<file path="config.mk">
export PLATFORM = sky130hd
export DESIGN_NAME = diag_adc_request_queue
export DESIGN_NICKNAME = d
export VERILOG_FILES = /design/src/inc/diag_adc_pkg.sv /design/src/rtl/diag_select_decode.sv /design/src/rtl/diag_req_fifo.sv /design/src/rtl/diag_adc_request_queue.sv
export SDC_FILE = /design/constraint.sdc
export NUM_CORES = 1
export LEC_CHECK = 0
export ABC_AREA = 1
export BUFFER_PORTS_ARGS = -buffer_cell sky130_fd_sc_hd__buf_2
export CAP_MARGIN = 20
export CELL_PAD_IN_SITES_DETAIL_PLACEMENT = 1
export CELL_PAD_IN_SITES_GLOBAL_PLACEMENT = 2
export CORE_ASPECT_RATIO = 0.9
export CORE_MARGIN = 1.5
export CORE_UTILIZATION = 37
export CTS_BUF_LIST = sky130_fd_sc_hd__clkbuf_8
export DETAILED_ROUTE_END_ITERATION = 10
export PLACE_DENSITY_LB_ADDON = 0.1
export SLEW_MARGIN = 20
export SYNTH_ARGS = -nofsm -noshare
export SYNTH_HDL_FRONTEND = slang
export SYNTH_SLANG_ARGS = --single-unit
</file>
<file path="constraint.sdc">
create_clock -name sys_clk -period 6.7 [get_ports sys_clk]
set_clock_uncertainty 0.2 [all_clocks]
set_input_delay 0.335 -clock sys_clk [delete_from_list [all_inputs] [get_ports sys_clk]]
set_output_delay 0.335 -clock sys_clk [all_outputs]
set_load 0.01 [all_outputs]
</file>
<file path="src/inc/diag_adc_pkg.sv">
/*
  Shared constants and types for the diagnostic converter request queue:
  command slot addresses, select codes, reset values and frame layouts.
  Assumes the SPI slave delivers decoded command frames on sys_clk.
*/
package diag_adc_pkg;

  localparam logic [7:0] ADDR_CHANNEL_A = 8'h3A;
  localparam logic [7:0] ADDR_CHANNEL_B = 8'h3B;
  localparam logic [7:0] ADDR_CHANNEL_C = 8'h3C;
  localparam logic [7:0] ADDR_CHANNEL_D = 8'h3D;

  localparam int NUM_CHANNELS = 4;
  localparam int QUEUE_DEPTH = 4;
  localparam int CODE_W = 7;
  localparam int RESULT_W = 10;
  localparam int CMD_W = 16;
  localparam int CODE_LSB = 0;

  localparam logic [1:0] CHAN_A = 2'h0;
  localparam logic [1:0] CHAN_B = 2'h1;

  localparam logic [RESULT_W-1:0] RESULT_RESET = 10'h000;
  localparam logic [CODE_W-1:0] CODE_RESET = 7'h00;

  localparam logic [CODE_W-1:0] CODE_GROUND = 7'h01;
  localparam logic [CODE_W-1:0] CODE_FULLSCALE = 7'h02;
  localparam logic [CODE_W-1:0] CODE_DCS_VOLT = 7'h03;
  localparam logic [CODE_W-1:0] CODE_DCS_CURR = 7'h04;
  localparam logic [CODE_W-1:0] CODE_DCS_RES = 7'h05;
  localparam logic [CODE_W-1:0] CODE_SQUIB = 7'h06;
  localparam logic [CODE_W-1:0] CODE_BANDGAP = 7'h07;
  localparam logic [CODE_W-1:0] CODE_BG_MON = 7'h08;
  localparam logic [CODE_W-1:0] CODE_TEMP = 7'h0A;
  localparam logic [CODE_W-1:0] CODE_DCS_CH_FIRST = 7'h0B;
  localparam logic [CODE_W-1:0] CODE_DCS_CH_LAST = 7'h13;
  localparam logic [CODE_W-1:0] CODE_ESR_B = 7'h14;
  localparam logic [CODE_W-1:0] CODE_ESR_A = 7'h15;
  localparam logic [CODE_W-1:0] CODE_ESR_C = 7'h16;
  localparam logic [CODE_W-1:0] CODE_NODE_FIRST = 7'h20;

  typedef enum logic [3:0] {
    NODE_UNUSED, NODE_GROUND, NODE_FULLSCALE, NODE_DCS_VOLT, NODE_DCS_CURR,
    NODE_DCS_RES, NODE_SQUIB, NODE_BANDGAP, NODE_BG_MON, NODE_TEMP,
    NODE_DCS_CHANNEL, NODE_ESR, NODE_PIN
  } node_class_type;

  typedef struct packed {
    node_class_type node;
    logic [5:0] index;
  } node_sel_type;

  typedef struct packed {
    logic [7:0] addr;
    logic [CMD_W-1:0] wdata;
  } spi_cmd_type;

  typedef struct packed {
    logic flag;
    logic [1:0] zero;
    logic [CODE_W-1:0] code;
    logic [RESULT_W-1:0] result;
  } diag_frame_type;

endpackage

</file>
<file path="src/rtl/diag_select_decode.sv">
/*
  Maps a 7-bit measurement select code onto a multiplexer node class and index.
  Purely combinational; the caller registers the result.
*/
`timescale 1ns/1ns
`default_nettype none
module diag_select_decode
  import diag_adc_pkg::*;
(
  input wire logic [CODE_W-1:0] code,
  output node_sel_type sel
);

  always_comb begin
    sel.index = 6'h00;
    sel.node = NODE_UNUSED;
    if (code >= CODE_NODE_FIRST) begin
      sel.node = NODE_PIN;
      sel.index = 6'(code - CODE_NODE_FIRST);
    end else if (code >= CODE_DCS_CH_FIRST && code <= CODE_DCS_CH_LAST) begin
      sel.node = NODE_DCS_CHANNEL;
      sel.index = 6'(code - CODE_DCS_CH_FIRST);
    end else if (code >= CODE_ESR_B && code <= CODE_ESR_C) begin
      sel.node = NODE_ESR;
      sel.index = 6'(code - CODE_ESR_B);
    end else begin
      unique case (code)
        CODE_GROUND: sel.node = NODE_GROUND;
        CODE_FULLSCALE: sel.node = NODE_FULLSCALE;
        CODE_DCS_VOLT: sel.node = NODE_DCS_VOLT;
        CODE_DCS_CURR: sel.node = NODE_DCS_CURR;
        CODE_DCS_RES: sel.node = NODE_DCS_RES;
        CODE_SQUIB: sel.node = NODE_SQUIB;
        CODE_BANDGAP: sel.node = NODE_BANDGAP;
        CODE_BG_MON: sel.node = NODE_BG_MON;
        CODE_TEMP: sel.node = NODE_TEMP;
        default: sel.node = NODE_UNUSED;
      endcase
    end
  end

endmodule // diag_select_decode
`default_nettype wire

</file>
<file path="src/rtl/diag_req_fifo.sv">
/*
  Small first-in first-out queue of channel numbers held in flip-flops.
  Push and pop may happen in the same cycle; a full queue takes a push only
  together with a pop, so a slot freed by the pop is reused at once.
*/
`timescale 1ns/1ns
`default_nettype none
module diag_req_fifo #(
  parameter int WIDTH = 2,
  parameter int DEPTH = 4
) (
  input wire logic sys_clk,
  input wire logic rst_n,
  input wire logic clk_en,
  input wire logic push,
  input wire logic [WIDTH-1:0] push_data,
  input wire logic pop,
  output logic [WIDTH-1:0] head,
  output logic empty,
  output logic full
);

  localparam int PW = $clog2(DEPTH);

  initial begin
    if (DEPTH < 2 || (1 << PW) != DEPTH || WIDTH < 1)
      $error("fifo depth must be a power of two and at least two");
  end

  logic [WIDTH-1:0] mem_q [DEPTH];
  logic [WIDTH-1:0] mem_d [DEPTH];
  logic take_push;
  logic [PW:0] wr_q, wr_d, rd_q, rd_d;

  assign head = mem_q[rd_q[PW-1:0]];
  assign empty = (wr_q == rd_q);
  assign full = (wr_q[PW] != rd_q[PW]) && (wr_q[PW-1:0] == rd_q[PW-1:0]);
  // refusing a push beside a pop would lose a request that is marked pending
  assign take_push = push && (!full || pop);

  always_comb begin
    wr_d = wr_q;
    rd_d = rd_q;
    mem_d = mem_q;
    if (take_push) begin
      wr_d = wr_q + 1'b1;
      mem_d[wr_q[PW-1:0]] = push_data;
    end
    if (pop && !empty)
      rd_d = rd_q + 1'b1;
  end

  always_ff @(posedge sys_clk) begin
    if (!rst_n) begin
      wr_q <= '0;
      rd_q <= '0;
    end else if (clk_en) begin
      wr_q <= wr_d;
      rd_q <= rd_d;
      mem_q <= mem_d;
    end
  end

endmodule // diag_req_fifo
`default_nettype wire

</file>
<file path="src/rtl/diag_adc_request_queue.sv">
/*
  Diagnostic converter request queue: four command slots, per-slot result
  storage and fresh flags, an in-order request queue and converter sequencing.
  Assumes the SPI slave hands over whole frames on sys_clk and the converter
  answers each start pulse with exactly one done pulse on sys_clk.
*/
//
// Contract
// four channels at command addresses 3A to 3D
// select code in bits 6:0, rest ignored
// reply: flag, two zeros, echo code, result
// result returns on the requesting channel
// up to four conversions per batch
// ready pairs are ORs of A/B, C/D flags
// flag set at done, cleared on read
// reading keeps the stored result
// queued conversions run in arrival order
// queue holds four requests
// repeat request replaces pending one
// host settles slow inputs before requesting
// codes 01,02,07,08 map to references
// codes 03 to 05 map to DC sensor
// code 06 squib loop, 0A temperature
// codes 0B to 13 map sensor channels
// codes 14 to 16 select SERIES_RESISTANCE_CHECK voltages
// resistance on A: current A, voltage B
// SERIES_RESISTANCE_CHECK echo only when SERIES_RESISTANCE_CHECK results available
// codes from 21 map to node voltages (the code maps from 20)
// unused codes convert without fault
// reset clears flags, queue and results
`timescale 1ns/1ns
`default_nettype none
module diag_adc_request_queue
  import diag_adc_pkg::*;
#(
  parameter int CHANNELS = NUM_CHANNELS,
  parameter int DEPTH = QUEUE_DEPTH
) (
  input wire logic sys_clk,
  input wire logic rst_n,
  input wire logic clk_en,
  input wire logic cmd_valid,
  input wire spi_cmd_type cmd,
  output logic rsp_valid,
  output diag_frame_type rsp,
  output logic ready_pair_low,
  output logic ready_pair_high,
  input wire logic esr_results_available,
  output logic conv_start,
  output node_sel_type conv_sel,
  input wire logic conv_done,
  input wire logic [RESULT_W-1:0] conv_result,
  input wire logic [RESULT_W-1:0] conv_result_aux,
  output logic conv_busy,
  output logic [3:0] pending_mask
);

  // one queue slot per channel, so a batch of four requests never overflows
  initial begin
    if (CHANNELS != 4 || DEPTH < CHANNELS)
      $error("block serves four channels with a queue of at least four");
    if ($bits(diag_frame_type) != 20 || CODE_LSB + CODE_W > CMD_W)
      $error("reply frame must be 20 bits and the code must fit the command");
    if ($bits(node_sel_type) != 10)
      $error("converter select must be a 4-bit class and a 6-bit index");
  end

  typedef enum logic [1:0] {
    ST_IDLE = 2'b00,
    ST_CONVERT = 2'b01
  } conv_state_type;

  // per-channel storage
  logic [3:0] fresh_q, fresh_d;
  logic [3:0] pend_q, pend_d;
  logic [CODE_W-1:0] pend_code_q [4];
  logic [CODE_W-1:0] pend_code_d [4];
  logic [RESULT_W-1:0] result_q [4];
  logic [RESULT_W-1:0] result_d [4];
  logic [CODE_W-1:0] res_code_q [4];
  logic [CODE_W-1:0] res_code_d [4];

  // converter sequencing
  conv_state_type state_q, state_d;
  logic [1:0] active_chan_q, active_chan_d;
  logic [CODE_W-1:0] active_code_q, active_code_d;
  logic conv_start_q, conv_start_d;
  node_sel_type conv_sel_q, conv_sel_d;
  node_sel_type decoded_sel;

  // reply side
  logic rsp_valid_q, rsp_valid_d;
  diag_frame_type rsp_q, rsp_d;
  logic ready_low_q, ready_low_d;
  logic ready_high_q, ready_high_d;

  // command decode
  logic req_hit;
  logic [1:0] req_chan;
  logic [CODE_W-1:0] req_code;

  // queue handshake
  logic q_push, q_pop, q_empty;
  logic [1:0] q_head;
  logic start_now;
  logic done_now;
  logic split_res;

  function automatic logic is_esr_code(input logic [CODE_W-1:0] c);
    return (c >= CODE_ESR_B) && (c <= CODE_ESR_C);
  endfunction

  // the status word carries one ready bit per pair of slots
  function automatic logic pair_ready(input logic [3:0] flags, input logic upper);
    return upper ? (flags[2] | flags[3]) : (flags[0] | flags[1]);
  endfunction

  always_comb begin
    req_hit = 1'b0;
    req_chan = CHAN_A;
    if (cmd_valid) begin
      unique case (cmd.addr)
        ADDR_CHANNEL_A: begin
          req_hit = 1'b1;
          req_chan = 2'h0;
        end
        ADDR_CHANNEL_B: begin
          req_hit = 1'b1;
          req_chan = 2'h1;
        end
        ADDR_CHANNEL_C: begin
          req_hit = 1'b1;
          req_chan = 2'h2;
        end
        ADDR_CHANNEL_D: begin
          req_hit = 1'b1;
          req_chan = 2'h3;
        end
        default: req_hit = 1'b0;
      endcase
    end
  end

  // upper bits of the command word carry no meaning
  assign req_code = cmd.wdata[CODE_LSB +: CODE_W];

  diag_select_decode u_decode (
    .code(pend_code_q[q_head]),
    .sel(decoded_sel)
  );

  assign start_now = (state_q == ST_IDLE) && !q_empty;
  assign q_pop = start_now;
  // a channel already waiting is rewritten in place and keeps its slot
  assign q_push = req_hit && !(pend_q[req_chan] && !(start_now && q_head == req_chan));
  assign done_now = (state_q == ST_CONVERT) && conv_done;
  assign split_res = (active_code_q == CODE_DCS_RES) && (active_chan_q == CHAN_A);

  diag_req_fifo #(
    .WIDTH(2),
    .DEPTH(DEPTH)
  ) u_queue (
    .sys_clk(sys_clk),
    .rst_n(rst_n),
    .clk_en(clk_en),
    .push(q_push),
    .push_data(req_chan),
    .pop(q_pop),
    .head(q_head),
    .empty(q_empty),
    .full()
  );

  always_comb begin
    state_d = state_q;
    active_chan_d = active_chan_q;
    active_code_d = active_code_q;
    conv_start_d = 1'b0;
    conv_sel_d = conv_sel_q;
    unique case (state_q)
      ST_IDLE: begin
        if (start_now) begin
          state_d = ST_CONVERT;
          active_chan_d = q_head;
          active_code_d = pend_code_q[q_head];
          conv_sel_d = decoded_sel;
          conv_start_d = 1'b1;
        end
      end
      ST_CONVERT: begin
        if (conv_done)
          state_d = ST_IDLE;
      end
    endcase
  end

  always_comb begin
    fresh_d = fresh_q;
    pend_d = pend_q;
    pend_code_d = pend_code_q;
    result_d = result_q;
    res_code_d = res_code_q;
    if (start_now)
      pend_d[q_head] = 1'b0;
    if (req_hit) begin
      pend_d[req_chan] = 1'b1;
      pend_code_d[req_chan] = req_code;
      fresh_d[req_chan] = 1'b0;
    end
    // the clear from the read goes first so a finishing conversion wins
    if (done_now) begin
      if (split_res) begin
        result_d[CHAN_A] = conv_result;
        res_code_d[CHAN_A] = active_code_q;
        fresh_d[CHAN_A] = 1'b1;
        result_d[CHAN_B] = conv_result_aux;
        res_code_d[CHAN_B] = active_code_q;
        fresh_d[CHAN_B] = 1'b1;
      end else begin
        result_d[active_chan_q] = conv_result;
        res_code_d[active_chan_q] = active_code_q;
        fresh_d[active_chan_q] = 1'b1;
      end
    end
  end

  always_comb begin
    rsp_valid_d = req_hit;
    rsp_d = rsp_q;
    if (req_hit) begin
      rsp_d.flag = fresh_q[req_chan];
      rsp_d.zero = 2'b00;
      rsp_d.code = res_code_q[req_chan];
      if (is_esr_code(res_code_q[req_chan]) && !esr_results_available)
        rsp_d.code = CODE_RESET;
      rsp_d.result = result_q[req_chan];
    end
    ready_low_d = pair_ready(fresh_d, 1'b0);
    ready_high_d = pair_ready(fresh_d, 1'b1);
  end

  always_ff @(posedge sys_clk) begin
    if (!rst_n) begin
      state_q <= ST_IDLE;
      active_chan_q <= CHAN_A;
      active_code_q <= CODE_RESET;
      conv_start_q <= 1'b0;
      conv_sel_q <= '{node: NODE_UNUSED, index: 6'h00};
    end else if (clk_en) begin
      state_q <= state_d;
      active_chan_q <= active_chan_d;
      active_code_q <= active_code_d;
      conv_start_q <= conv_start_d;
      conv_sel_q <= conv_sel_d;
    end
  end

  always_ff @(posedge sys_clk) begin
    if (!rst_n) begin
      fresh_q <= 4'h0;
      pend_q <= 4'h0;
      for (int i = 0; i < 4; i++) begin
        pend_code_q[i] <= CODE_RESET;
        result_q[i] <= RESULT_RESET;
        res_code_q[i] <= CODE_RESET;
      end
    end else if (clk_en) begin
      fresh_q <= fresh_d;
      pend_q <= pend_d;
      pend_code_q <= pend_code_d;
      result_q <= result_d;
      res_code_q <= res_code_d;
    end
  end

  always_ff @(posedge sys_clk) begin
    if (!rst_n) begin
      rsp_valid_q <= 1'b0;
      rsp_q <= '0;
      ready_low_q <= 1'b0;
      ready_high_q <= 1'b0;
    end else if (clk_en) begin
      rsp_valid_q <= rsp_valid_d;
      rsp_q <= rsp_d;
      ready_low_q <= ready_low_d;
      ready_high_q <= ready_high_d;
    end
  end

  assign rsp_valid = rsp_valid_q;
  assign rsp = rsp_q;
  assign ready_pair_low = ready_low_q;
  assign ready_pair_high = ready_high_q;
  assign conv_start = conv_start_q;
  assign conv_sel = conv_sel_q;
  assign conv_busy = (state_q == ST_CONVERT);
  assign pending_mask = pend_q;

endmodule // diag_adc_request_queue
`default_nettype wire

</file>
==> results of run 1 <==
worst max-delay path, stage by stage:
cell	delay, ns
buf_2	0.09
nor2_1	0.09
nand3_1	0.17
inv_2	0.11
nand4_1	0.18
inv_1	0.31
nor2_1	0.16
nor2_4	0.50
inv_1	0.47
nor2_1	0.55
inv_1	0.36
o21ai_0	0.24
a21oi_1	0.05
logic make-up after synthesis:
logic type	Yosys count	synth area share
xor gates and xnor gates	5	0.00599
buffers and inverters	147	0.0813
adders and majority gates	12	0.0205
DFF	160	0.449
and+or+nand+nor	381	0.229
other	1	0.000513
AOI/OAI and AO/OA	293	0.214
placed cells by master, fill, tap and decap left out, types with 9 or more instances in the layout:
cell	count
o21ai_0	131
a221oi_1	10
a21oi_1	112
dfxtp_1	152
ha_1	12
dlygate4sd3_1	18
inv_1	82
clkbuf_8	18
buf_2	76
nor2_1	104
buf_4	9
nand2_1	188
nor2_4	9
nand3_1	46
o22ai_1	13
a31oi_1	13
routing by layer:
metal  part of all wire  track usage  wire, um
met5                  0            0         0
met4              0.011       0.0566       248
met3              0.031       0.0423       717
met2               0.45        0.370     10300
met1               0.51        0.325     11600
state kept, by name (all words and copies together), names as in the netlist:
register / count
active_chan_q: 2
active_code_q: 7
conv_sel: 10
conv_start: 1
fresh_q: 4
pend_code_q: 28
pending_mask: 4
ready_pair_high: 1
ready_pair_low: 1
res_code_q: 28
result_q: 40
rsp: 18
rsp_valid: 1
state_q: 1
u_queue.mem_q: 8
u_queue.rd_q: 3
u_queue.wr_q: 3
power groups by stage:
stage | combinational [mW] | clock, mW | sequential, mW
6_report | 0.303 | 0.765 | 0.994
3_3_place_gp | 0.295 | 0 | 1.02
3_5_place_dp | 0.297 | 0 | 1.02
4_1_cts | 0.306 | 0.787 | 0.995
2_1_floorplan | 0.215 | 0 | 1.01
5_1_grt | 0.340 | 0.823 | 0.998
layout make-up:
cell class	count	share of cell area
clock buffer	18	0.0293
clock inverter	14	0.0206
inverter	93	0.0416
multi-input combinational	693	0.409
sequential	160	0.388
tap	250	0.0370
timing repair buffer	103	0.0743
worst paths after layout:
path	from	endpoint	slack, ns	cells past startpoint
worst max register to register	u_queue.rd_q[0]	conv_sel[1]	3.31	17
worst max-delay path	cmd[23]	pend_code_q[22]	3.21	13
worst min-delay path	conv_result_aux[5]	result_q[25]	0.03	5
worst min register to register	pend_code_q[8]	pend_code_q[8]	0.26	2
==> impl_metrics.py, run 1 <==
metrics = {
    "die": {
        "dieArea_mm2": 0.0206,
        "io-pin-count": 89,
        "start_util": 0.379,
        "die_h_um": 136,
        "coreArea_mm2": 0.0193,
        "num_rows": 48,
        "die_w_um": 151,
    },
    "synthesis": {
        "synth_seq_area_share": 0.449,
        "synth_cell_types": 41,
        "yosys.area.top_type_share": 0.416,
        "async_flop_share": 0,
        "synthTopCellsByArea": "dfxtp_1 (42%), nand2_1 (9.6%), o21ai_0 (9.0%)",
        "yosysWarningCount": 0,
        "synth-seq-cells": 160,
        "synthCells": 999,
        "synth_area_per_cell_um2": 7.32,
        "yosysMostFrequentCell": "nand2_1",
        "netlist_area_mm2": 0.00731,
        "synth_top_cell_by_area": "dfxtp_1",
        "synth_edf_count": 8,
        "synth_ff_type": "dfxtp_1",
        "yosys-top-cells-count": "nand2_1 (188), dfxtp_1 (152), o21ai_0 (131), a21oi_1 (112), nor2_1 (107)",
    },
    "cts": {
        "clkTransAtPathRegs_ns": 0.10,
        "cts_max_path_buffers": 2,
        "cts_tree": "yes",
        "cts-buffers-inserted": 17,
        "insertion_delay_ns": 0.47,
        "cts_resized": 0,
        "clock_sinks": 160,
        "hold_buffers": 18,
        "cts_setup_buffers": 0,
        "htree_levels": 4,
        "cts_root_buf": "clkbuf_8",
    },
    "sta": {
        "clock.fmax_mhz": 287,
        "whs_ns": 0.0314,
        "fin_tns_setup_ns": 0,
        "worst_pin_slew_ns": 0.956,
        "rsz0062_at_grt": "false",
        "slew_violations": 0,
        "min_period_ns": 3.49,
        "setup_viol": 0,
        "hold_viol": 0,
        "relSlewSlack": 0.362,
        "period_share": 0.520,
        "setup_slack_ns": 3.21,
    },
    "placement": {
        "placed_cell_area_mm2": 0.00784,
        "port_buffers": 77,
        "gp_congestion": 0.784,
        "post-place-ws_ns": 2.12,
        "placedCellCount": 1281,
        "hpwlAfterDp_mm": 15.2,
    },
    "pwr": {
        "p_int_mw": 1.42,
        "pwr-share-seq": 0.482,
        "p_total_mw": 2.06,
        "p_leak_nw": 3.77,
        "p_clk_frac": 0.371,
        "power.density_mw_per_mm2": 244,
        "switching_share": 0.310,
        "irDropWorstVdd_mv": 0.128,
        "p_comb_frac": 0.147,
        "p_sw_uw": 640,
    },
    "drt": {
        "drt_wl_total_mm": 22.9,
        "vias": 6849,
        "drt_iter0_drc": 357,
        "routedWlPerCell_um": 17.2,
        "viasPerCell": 5.15,
        "drc": 0,
        "drtPass1Iterations": 5,
        "ant_nets": 0,
    },
    "global_routing": {
        "grt_use_total": 0.233,
        "grt_pass1_wl_mm": 36.4,
        "antenna_found_initial": 0,
        "grt_pass1_vias": 6671,
        "grt_max_degree": 102,
        "gr-total-overflow": 0,
    },
    "cells_and_area": {
        "final_util": 0.439,
        "syn_to_final_growth_pct": 15.6,
        "drive_above_1_share": 0.146,
        "multiInputGateArea_mm2": 0.00346,
        "n_antenna_cell": 0,
        "stdcell_area_mm2": 0.00845,
        "layout.cells.non_filler": 1331,
        "seqCellArea_mm2": 0.00328,
        "finalNetCount": 1130,
        "fillerInstances": 2450,
    },
    "outcome": {
        "run_status": "finished clean",
    },
    "job": {
        "max_cap_violations": 0,
    },
    "worst_setup_path": {
        "worstPathRequired_ns": 6.85,
        "critical_path_class": "in2reg",
        "worstPathArrival_ns": 3.64,
        "worstPathMaxFanout": 26,
        "startpoint_type": "input port",
        "critPathCaptureType": "register",
    },
    "worst_hold_path": {
        "worstHoldPathType": "in2reg",
    },
}
No activity file was read; power rests on OpenSTA's default activity.
==> run 2, diff against run 1 <==
--- a/config.mk
+++ b/config.mk
@@ -12,7 +12,7 @@
 export CELL_PAD_IN_SITES_GLOBAL_PLACEMENT = 2
 export CORE_ASPECT_RATIO = 0.9
 export CORE_MARGIN = 1.5
-export CORE_UTILIZATION = 37
+export CORE_UTILIZATION = 34
 export CTS_BUF_LIST = sky130_fd_sc_hd__clkbuf_8
 export DETAILED_ROUTE_END_ITERATION = 10
 export PLACE_DENSITY_LB_ADDON = 0.1
==> constraint.sdc (replaced) <==
create_clock -name sys_clk -period 3.4 [get_ports sys_clk]
set_clock_uncertainty 0.2 [all_clocks]
set_input_delay 0.17 -clock sys_clk [delete_from_list [all_inputs] [get_ports sys_clk]]
set_output_delay 0.17 -clock sys_clk [all_outputs]
set_load 0.01 [all_outputs]
==> run 2 against run 1 <==
Against the previous run: die area grew 8.6%; non-clock buffer count up 37; utilization decreased by 1.9 points; hold slack better by 0.020 ns; combinational power grew 110%.
==> impl_metrics.py, run 2 (synthesized netlist as in run 1, its figures left out) <==
metrics = {
    "cts": {
        "cts_resized": 0,
        "cts_root_buf": "clkbuf_8",
        "cts-buffers-inserted": 17,
        "insertion_delay_ns": 0.48,
        "cts_tree": "yes",
        "htree_levels": 4,
        "clock_sinks": 160,
        "clkTransAtPathRegs_ns": 0.10,
        "cts_max_path_buffers": 2,
    },
    "sta": {
        "clock.fmax_mhz": 328,
        "period_share": 0.896,
        "hold_viol": 0,
        "slew_violations": 0,
        "relSlewSlack": 0.573,
        "fin_tns_setup_ns": 0,
        "min_period_ns": 3.05,
        "setup_viol": 0,
        "worst_pin_slew_ns": 0.640,
        "rsz0062_at_grt": "false",
    },
    "placement": {
        "placed_cell_area_mm2": 0.00807,
        "placedCellCount": 1340,
        "gp_congestion": 0.770,
        "port_buffers": 77,
        "hpwlAfterDp_mm": 16.2,
    },
    "drt": {
        "drt_iter0_drc": 360,
        "drt_wl_total_mm": 23.6,
        "ant_nets": 0,
        "viasPerCell": 5.00,
        "routedWlPerCell_um": 16.8,
        "drc": 0,
        "drtPass1Iterations": 4,
        "vias": 7014,
    },
    "worst_setup_path": {
        "critical_path_class": "reg2reg",
        "reg2reg_from": "u_queue.rd_q[0]",
        "cp.depth": 21,
        "startpoint_type": "register",
        "cp-endpoint": "conv_sel[0]",
        "worstPathMaxFanout": 10,
        "path_buf_inv": 3,
        "critical_path.cell_chain": "inv_4 -> nand2_2 -> nand2_1 -> nand2_1 -> nand2_1 -> nand2_1 -> nand2_1 -> nand2_1 -> nand2_4 -> inv_2 -> ha_1 -> nand2_1 -> nor2_1 -> nand2_1 -> nand2_2 -> nand2_4 -> inv_2 -> nand2_1 -> o21ai_1 -> nand2_1 -> a21oi_1",
        "reg2reg_to": "conv_sel[0]",
        "cp_slowest_cell": "dfxtp_1",
        "worstPathRequired_ns": 3.61,
        "crit_path_max_incr_delay_ns": 0.55,
        "worstPathArrival_ns": 3.26,
        "critPathCaptureType": "register",
        "rr_worst_depth": 21,
        "cp_top_family": "simple AND/OR/NAND/NOR gates",
        "timing.critical_path.mode_cell": "nand2_1",
        "r2r_setup_slack_ns": 0.35,
        "crit_start": "u_queue.rd_q[0]",
    },
    "die": {
        "die_w_um": 158,
        "coreArea_mm2": 0.0210,
        "die_h_um": 142,
        "dieArea_mm2": 0.0224,
        "start_util": 0.349,
        "io-pin-count": 89,
        "num_rows": 50,
    },
    "cells_and_area": {
        "layout_commonest_cell": "nand2_1",
        "drive_above_1_share": 0.162,
        "final_cell_mix": "nand2_1 (188), dfxtp_1 (152), o21ai_0 (131)",
        "final_util": 0.420,
        "multiInputGateArea_mm2": 0.00345,
        "n_antenna_cell": 0,
        "layout.cells.non_filler": 1404,
        "reg_top3": "result_q: 40 flops, pend_code_q: 28 flops, res_code_q: 28 flops",
        "finalNetCount": 1167,
        "stdcell_area_mm2": 0.00880,
        "regMostFlops": "result_q",
        "fillerInstances": 2670,
        "largest_register_ffs": 40,
        "syn_to_final_growth_pct": 20.3,
        "seqCellArea_mm2": 0.00328,
    },
    "pwr": {
        "p_total_mw": 4.09,
        "p_leak_nw": 3.94,
        "power.density_mw_per_mm2": 464,
        "irDropWorstVdd_mv": 0.178,
    },
    "global_routing": {
        "grt_pass1_vias": 6907,
        "antenna_found_initial": 0,
        "grt_pass1_wl_mm": 38.1,
        "grt_use_total": 0.223,
        "gr-total-overflow": 0,
        "grt_max_degree": 82,
    },
    "job": {
        "max_cap_violations": 0,
    },
    "worst_hold_path": {
        "hp-start": "cmd[16]",
        "worstHoldPathType": "in2reg",
    },
    "outcome": {
        "run_status": "finished clean",
    },
}
run 2: cell count changes in the layout (fill, tap and decap cells not counted):
cell / before / now
buf_12: 0 / 1
clkbuf_8: 18 / 17
inv_6: 4 / 5
clkinvlp_4: 0 / 1
dlygate4sd3_1: 18 / 32
nor2_2: 3 / 5
buf_4: 9 / 31
nor2_4: 9 / 7
clkinv_8: 1 / 0
run 2: where the power goes:
group	leakage, nW	total, mW	internal [mW]	switching [mW]
Sequential	1.29	1.96	1.93	0.0348
Combinational	2.44	0.631	0.208	0.423
Clock	0.206	1.50	0.677	0.821
run 2: layout make-up:
class                      count  area share
inverter                      93      0.0399
clock inverter                15      0.0198
multi-input combinational    693       0.392
tap                          286      0.0407
sequential                   160       0.373
timing repair buffer         140       0.108
clock buffer                  17      0.0266
run 2: through the flow:
stage	setup slack (ns)	hold slack (ns)
after floorplan	0.901	0.105
after global placement	0.408	0.245
after detailed placement	0.334	0.250
after CTS	0.334	0.0395
after global routing	0.0170	0.0626
final	0.352	0.0513
run 2: worst min path at each step:
stage / endpoint / slack (ns) / cells past startpoint
final: u_queue.mem_q[0] / 0.05 / 4
after global routing: u_queue.mem_q[0] / 0.06 / 4
after CTS: u_queue.mem_q[0] / 0.04 / 4
after detailed placement: pend_code_q[8] / 0.25 / 2
after global placement: pend_code_q[22] / 0.24 / 2
after floorplan: pend_code_q[16] / 0.10 / 2
run 2: what timing repair did:
action                                 CTS  global route
buffers inserted                         0             0
endpoints found under the hold margin   82             0
hold buffers                            32             0
run 2: routing by layer:
layer / share of wire / track usage / vias to the layer above / wire [um]
li1: - / - / 3527 / -
met1: 0.52 / 0.328 / 3368 / 12200
met2: 0.44 / 0.339 / 104 / 10300
met3: 0.036 / 0.0368 / 15 / 859
met4: 0.0089 / 0.0497 / 0 / 209
met5: 0 / 0 / - / 0
run 2: worst register-to-register path, stage by stage (launching register included):
cell     delay (ns)
dfxtp_1        0.55
inv_4          0.10
nand2_2        0.10
nand2_1        0.05
nand2_1        0.05
nand2_1        0.27
nand2_1        0.15
nand2_1        0.11
nand2_1        0.12
nand2_4        0.08
inv_2          0.11
ha_1           0.24
nand2_1        0.07
nor2_1         0.10
nand2_1        0.07
nand2_2        0.10
nand2_4        0.11
inv_2          0.07
nand2_1        0.05
o21ai_1        0.10
nand2_1        0.07
a21oi_1        0.11
==> run 3, diff against run 2 <==
--- a/config.mk
+++ b/config.mk
@@ -6,7 +6,7 @@
 export NUM_CORES = 1
 export LEC_CHECK = 0
 export ABC_AREA = 1
-export BUFFER_PORTS_ARGS = -buffer_cell sky130_fd_sc_hd__buf_2
+export BUFFER_PORTS_ARGS = -buffer_cell sky130_fd_sc_hd__buf_4
 export CAP_MARGIN = 20
 export CELL_PAD_IN_SITES_DETAIL_PLACEMENT = 1
 export CELL_PAD_IN_SITES_GLOBAL_PLACEMENT = 2
@@ -16,6 +16,7 @@
 export CTS_BUF_LIST = sky130_fd_sc_hd__clkbuf_8
 export DETAILED_ROUTE_END_ITERATION = 10
 export PLACE_DENSITY_LB_ADDON = 0.1
+export REMOVE_ABC_BUFFERS = 1
 export SLEW_MARGIN = 20
 export SYNTH_ARGS = -nofsm -noshare
 export SYNTH_HDL_FRONTEND = slang
==> run 3 against run 2 <==
Against the previous run: non-clock buffer count decreased by 8; sequential power barely moved; wire length barely moved; final cell count is 0.57% lower; total power down 4.0%; clock power is 12% lower; maximum frequency increased by 3.2%; combinational power increased by 3%; critical path depth is 2 lower; count of clock-buffer cells in the layout up 1; worst setup slack better by 0.094 ns; largest cell class unchanged.
==> impl_metrics.py, run 3 (synthesized netlist as in run 1, its figures left out) <==
metrics = {
    "cells_and_area": {
        "drive_above_1_share": 0.159,
        "syn_to_final_growth_pct": 21.2,
        "layout_commonest_cell": "nand2_1",
        "finalNetCount": 1159,
        "largest_register_ffs": 40,
        "final_cell_mix": "nand2_1 (188), dfxtp_1 (151), o21ai_0 (131)",
        "regMostFlops": "result_q",
        "layout.cells.non_filler": 1396,
        "fillerInstances": 2656,
        "reg_top3": "result_q: 40 flops, pend_code_q: 28 flops, res_code_q: 28 flops",
        "n_antenna_cell": 0,
    },
    "cts": {
        "clock_sinks": 160,
        "cts-buffers-inserted": 17,
        "clkTransAtPathRegs_ns": 0.10,
        "cts_root_buf": "clkbuf_8",
        "cts_tree": "yes",
        "cts_max_path_buffers": 2,
        "htree_levels": 4,
        "cts_setup_buffers": 0,
        "insertion_delay_ns": 0.46,
    },
    "die": {
        "die_w_um": 158,
        "die_h_um": 142,
        "dieArea_mm2": 0.0224,
        "start_util": 0.349,
        "num_rows": 50,
        "io-pin-count": 89,
        "coreArea_mm2": 0.0210,
    },
    "worst_hold_path": {
        "worstHoldPathType": "in2reg",
        "hold_depth": 7,
        "hold_end": "rsp[10]",
        "hp-start": "esr_results_available",
    },
    "worst_setup_path": {
        "reg2reg_to": "conv_sel[1]",
        "crit_path_max_incr_delay_ns": 0.50,
        "startpoint_type": "register",
        "reg2reg_from": "u_queue.rd_q[1]",
        "timing.critical_path.mode_cell": "nand2_1",
        "rr_worst_depth": 19,
        "worstPathArrival_ns": 3.15,
        "critPathCaptureType": "register",
        "critical_path.cell_chain": "inv_2 -> nand3_1 -> nand2_2 -> nor2_1 -> nand2_1 -> nand2_1 -> nor2_4 -> inv_1 -> ha_1 -> nand2_1 -> nor2_1 -> nand2_1 -> nand2_2 -> nand2_4 -> nor2_1 -> nand2_1 -> nand2_1 -> inv_2 -> a21oi_2",
        "cp_slowest_cell": "dfxtp_1",
        "critical_path_class": "reg2reg",
        "r2r_setup_slack_ns": 0.45,
        "worstPathRequired_ns": 3.59,
        "worstPathMaxFanout": 10,
    },
    "global_routing": {
        "grt_pass1_wl_mm": 38.2,
        "grt_use_total": 0.221,
        "antenna_found_initial": 0,
        "grt_max_degree": 61,
        "gr-total-overflow": 0,
        "grt_pass1_vias": 6900,
    },
    "sta": {
        "hold_viol": 0,
        "clock.fmax_mhz": 339,
        "min_period_ns": 2.95,
        "period_share": 0.869,
        "worst_pin_slew_ns": 0.706,
        "slew_violations": 0,
        "rsz0062_at_grt": "false",
        "relSlewSlack": 0.528,
        "setup_viol": 0,
        "fin_tns_setup_ns": 0,
    },
    "placement": {
        "hpwlAfterDp_mm": 15.9,
        "port_buffers": 77,
        "gp_congestion": 0.760,
        "placedCellCount": 1334,
    },
    "pwr": {
        "p_leak_nw": 3.89,
        "irDropWorstVdd_mv": 0.168,
        "power.density_mw_per_mm2": 443,
    },
    "drt": {
        "ant_nets": 0,
        "drt_iter0_drc": 306,
        "vias": 6969,
        "viasPerCell": 4.99,
        "drtPass1Iterations": 4,
        "drc": 0,
        "routedWlPerCell_um": 16.9,
        "drt_wl_total_mm": 23.6,
    },
    "outcome": {
        "run_status": "finished clean",
    },
    "job": {
        "max_cap_violations": 0,
    },
}
## run 3: changes by cell type in the layout (fill, tap and decap cells not counted), moves of 2 or more
cell,previous run,this run
inv_8,2,0
buf_4,31,102
clkinvlp_4,1,5
bufinv_16,2,0
dlygate4sd3_1,32,30
buf_2,76,0
## run 3: how the worst max path moves through the flow
stage               cells past startpoint             from     endpoint  slack, ns
floorplan                              11  u_queue.rd_q[0]  conv_sel[0]       0.68
global placement                       19  u_queue.rd_q[0]  conv_sel[1]       0.37
finish                                 19  u_queue.rd_q[1]  conv_sel[1]       0.45
CTS                                    19  u_queue.rd_q[0]  conv_sel[2]       0.31
detailed placement                     19  u_queue.rd_q[0]  conv_sel[2]       0.34
global route                           19  u_queue.rd_q[1]  conv_sel[2]       0.07
## run 3: layout make-up
class	instances	area, um2	area share
multi-input cells	693	3450	0.389
clock buffers	18	248	0.0280
clock inverters	14	109	0.0123
flip-flops and latches	160	3280	0.371
repair buffers	132	1070	0.120
inverters	93	352	0.0397
well taps	286	358	0.0404
## run 3: stage by stage
| step | instance area [um2] | total power [mW] | hold slack, ns | setup slack [ns] | util |
|---|---|---|---|---|---|
| floorplan | 7070 | 2.37 | 0.0676 | 0.682 | - |
| global placement | 8210 | 2.62 | 0.230 | 0.371 | 0.392 |
| detailed placement | 8210 | 2.63 | 0.237 | 0.342 | 0.392 |
| CTS | 8860 | 3.98 | 0.0295 | 0.312 | 0.423 |
| global route | 8860 | 4.13 | 0.0647 | 0.0701 | 0.423 |
| finish | 8860 | 3.92 | 0.0494 | 0.446 | 0.423 |
## run 3: timing repair
item / CTS / global route
hold buffers: 30 / 0
hold endpoints to repair: 70 / 0
gates resized for setup: 0 / 1
setup endpoints to repair: 0 / 2
## run 3: worst max-delay path: cells and delay by family (launching register included)
family	cells	cell delay [ns]
compound gates	1	0.11
flops	1	0.50
fa+ha+maj	1	0.25
buf+inv	3	0.32
simple gates	14	1.52
## run 3: report_power, final
| group | leakage [nW] | switching, mW | internal (mW) |
|---|---|---|---|
| Sequential | 1.29 | 0.0367 | 1.93 |
| Clock | 0.168 | 0.783 | 0.533 |
| Combinational | 2.43 | 0.425 | 0.222 |
| Total | 3.89 | 1.24 | 2.68 |
## run 3: per-layer routing
| metal | share of wire | wire (um) | vias to the layer above | GRT usage |
|---|---|---|---|---|
| met2 | 0.45 | 10600 | 84 | 0.352 |
| met3 | 0.026 | 617 | 8 | 0.0356 |
| met4 | 0.0057 | 135 | 0 | 0.0422 |
| li1 | - | - | 3510 | - |
| met5 | 0 | 0 | - | 0 |
| met1 | 0.52 | 12300 | 3367 | 0.317 |
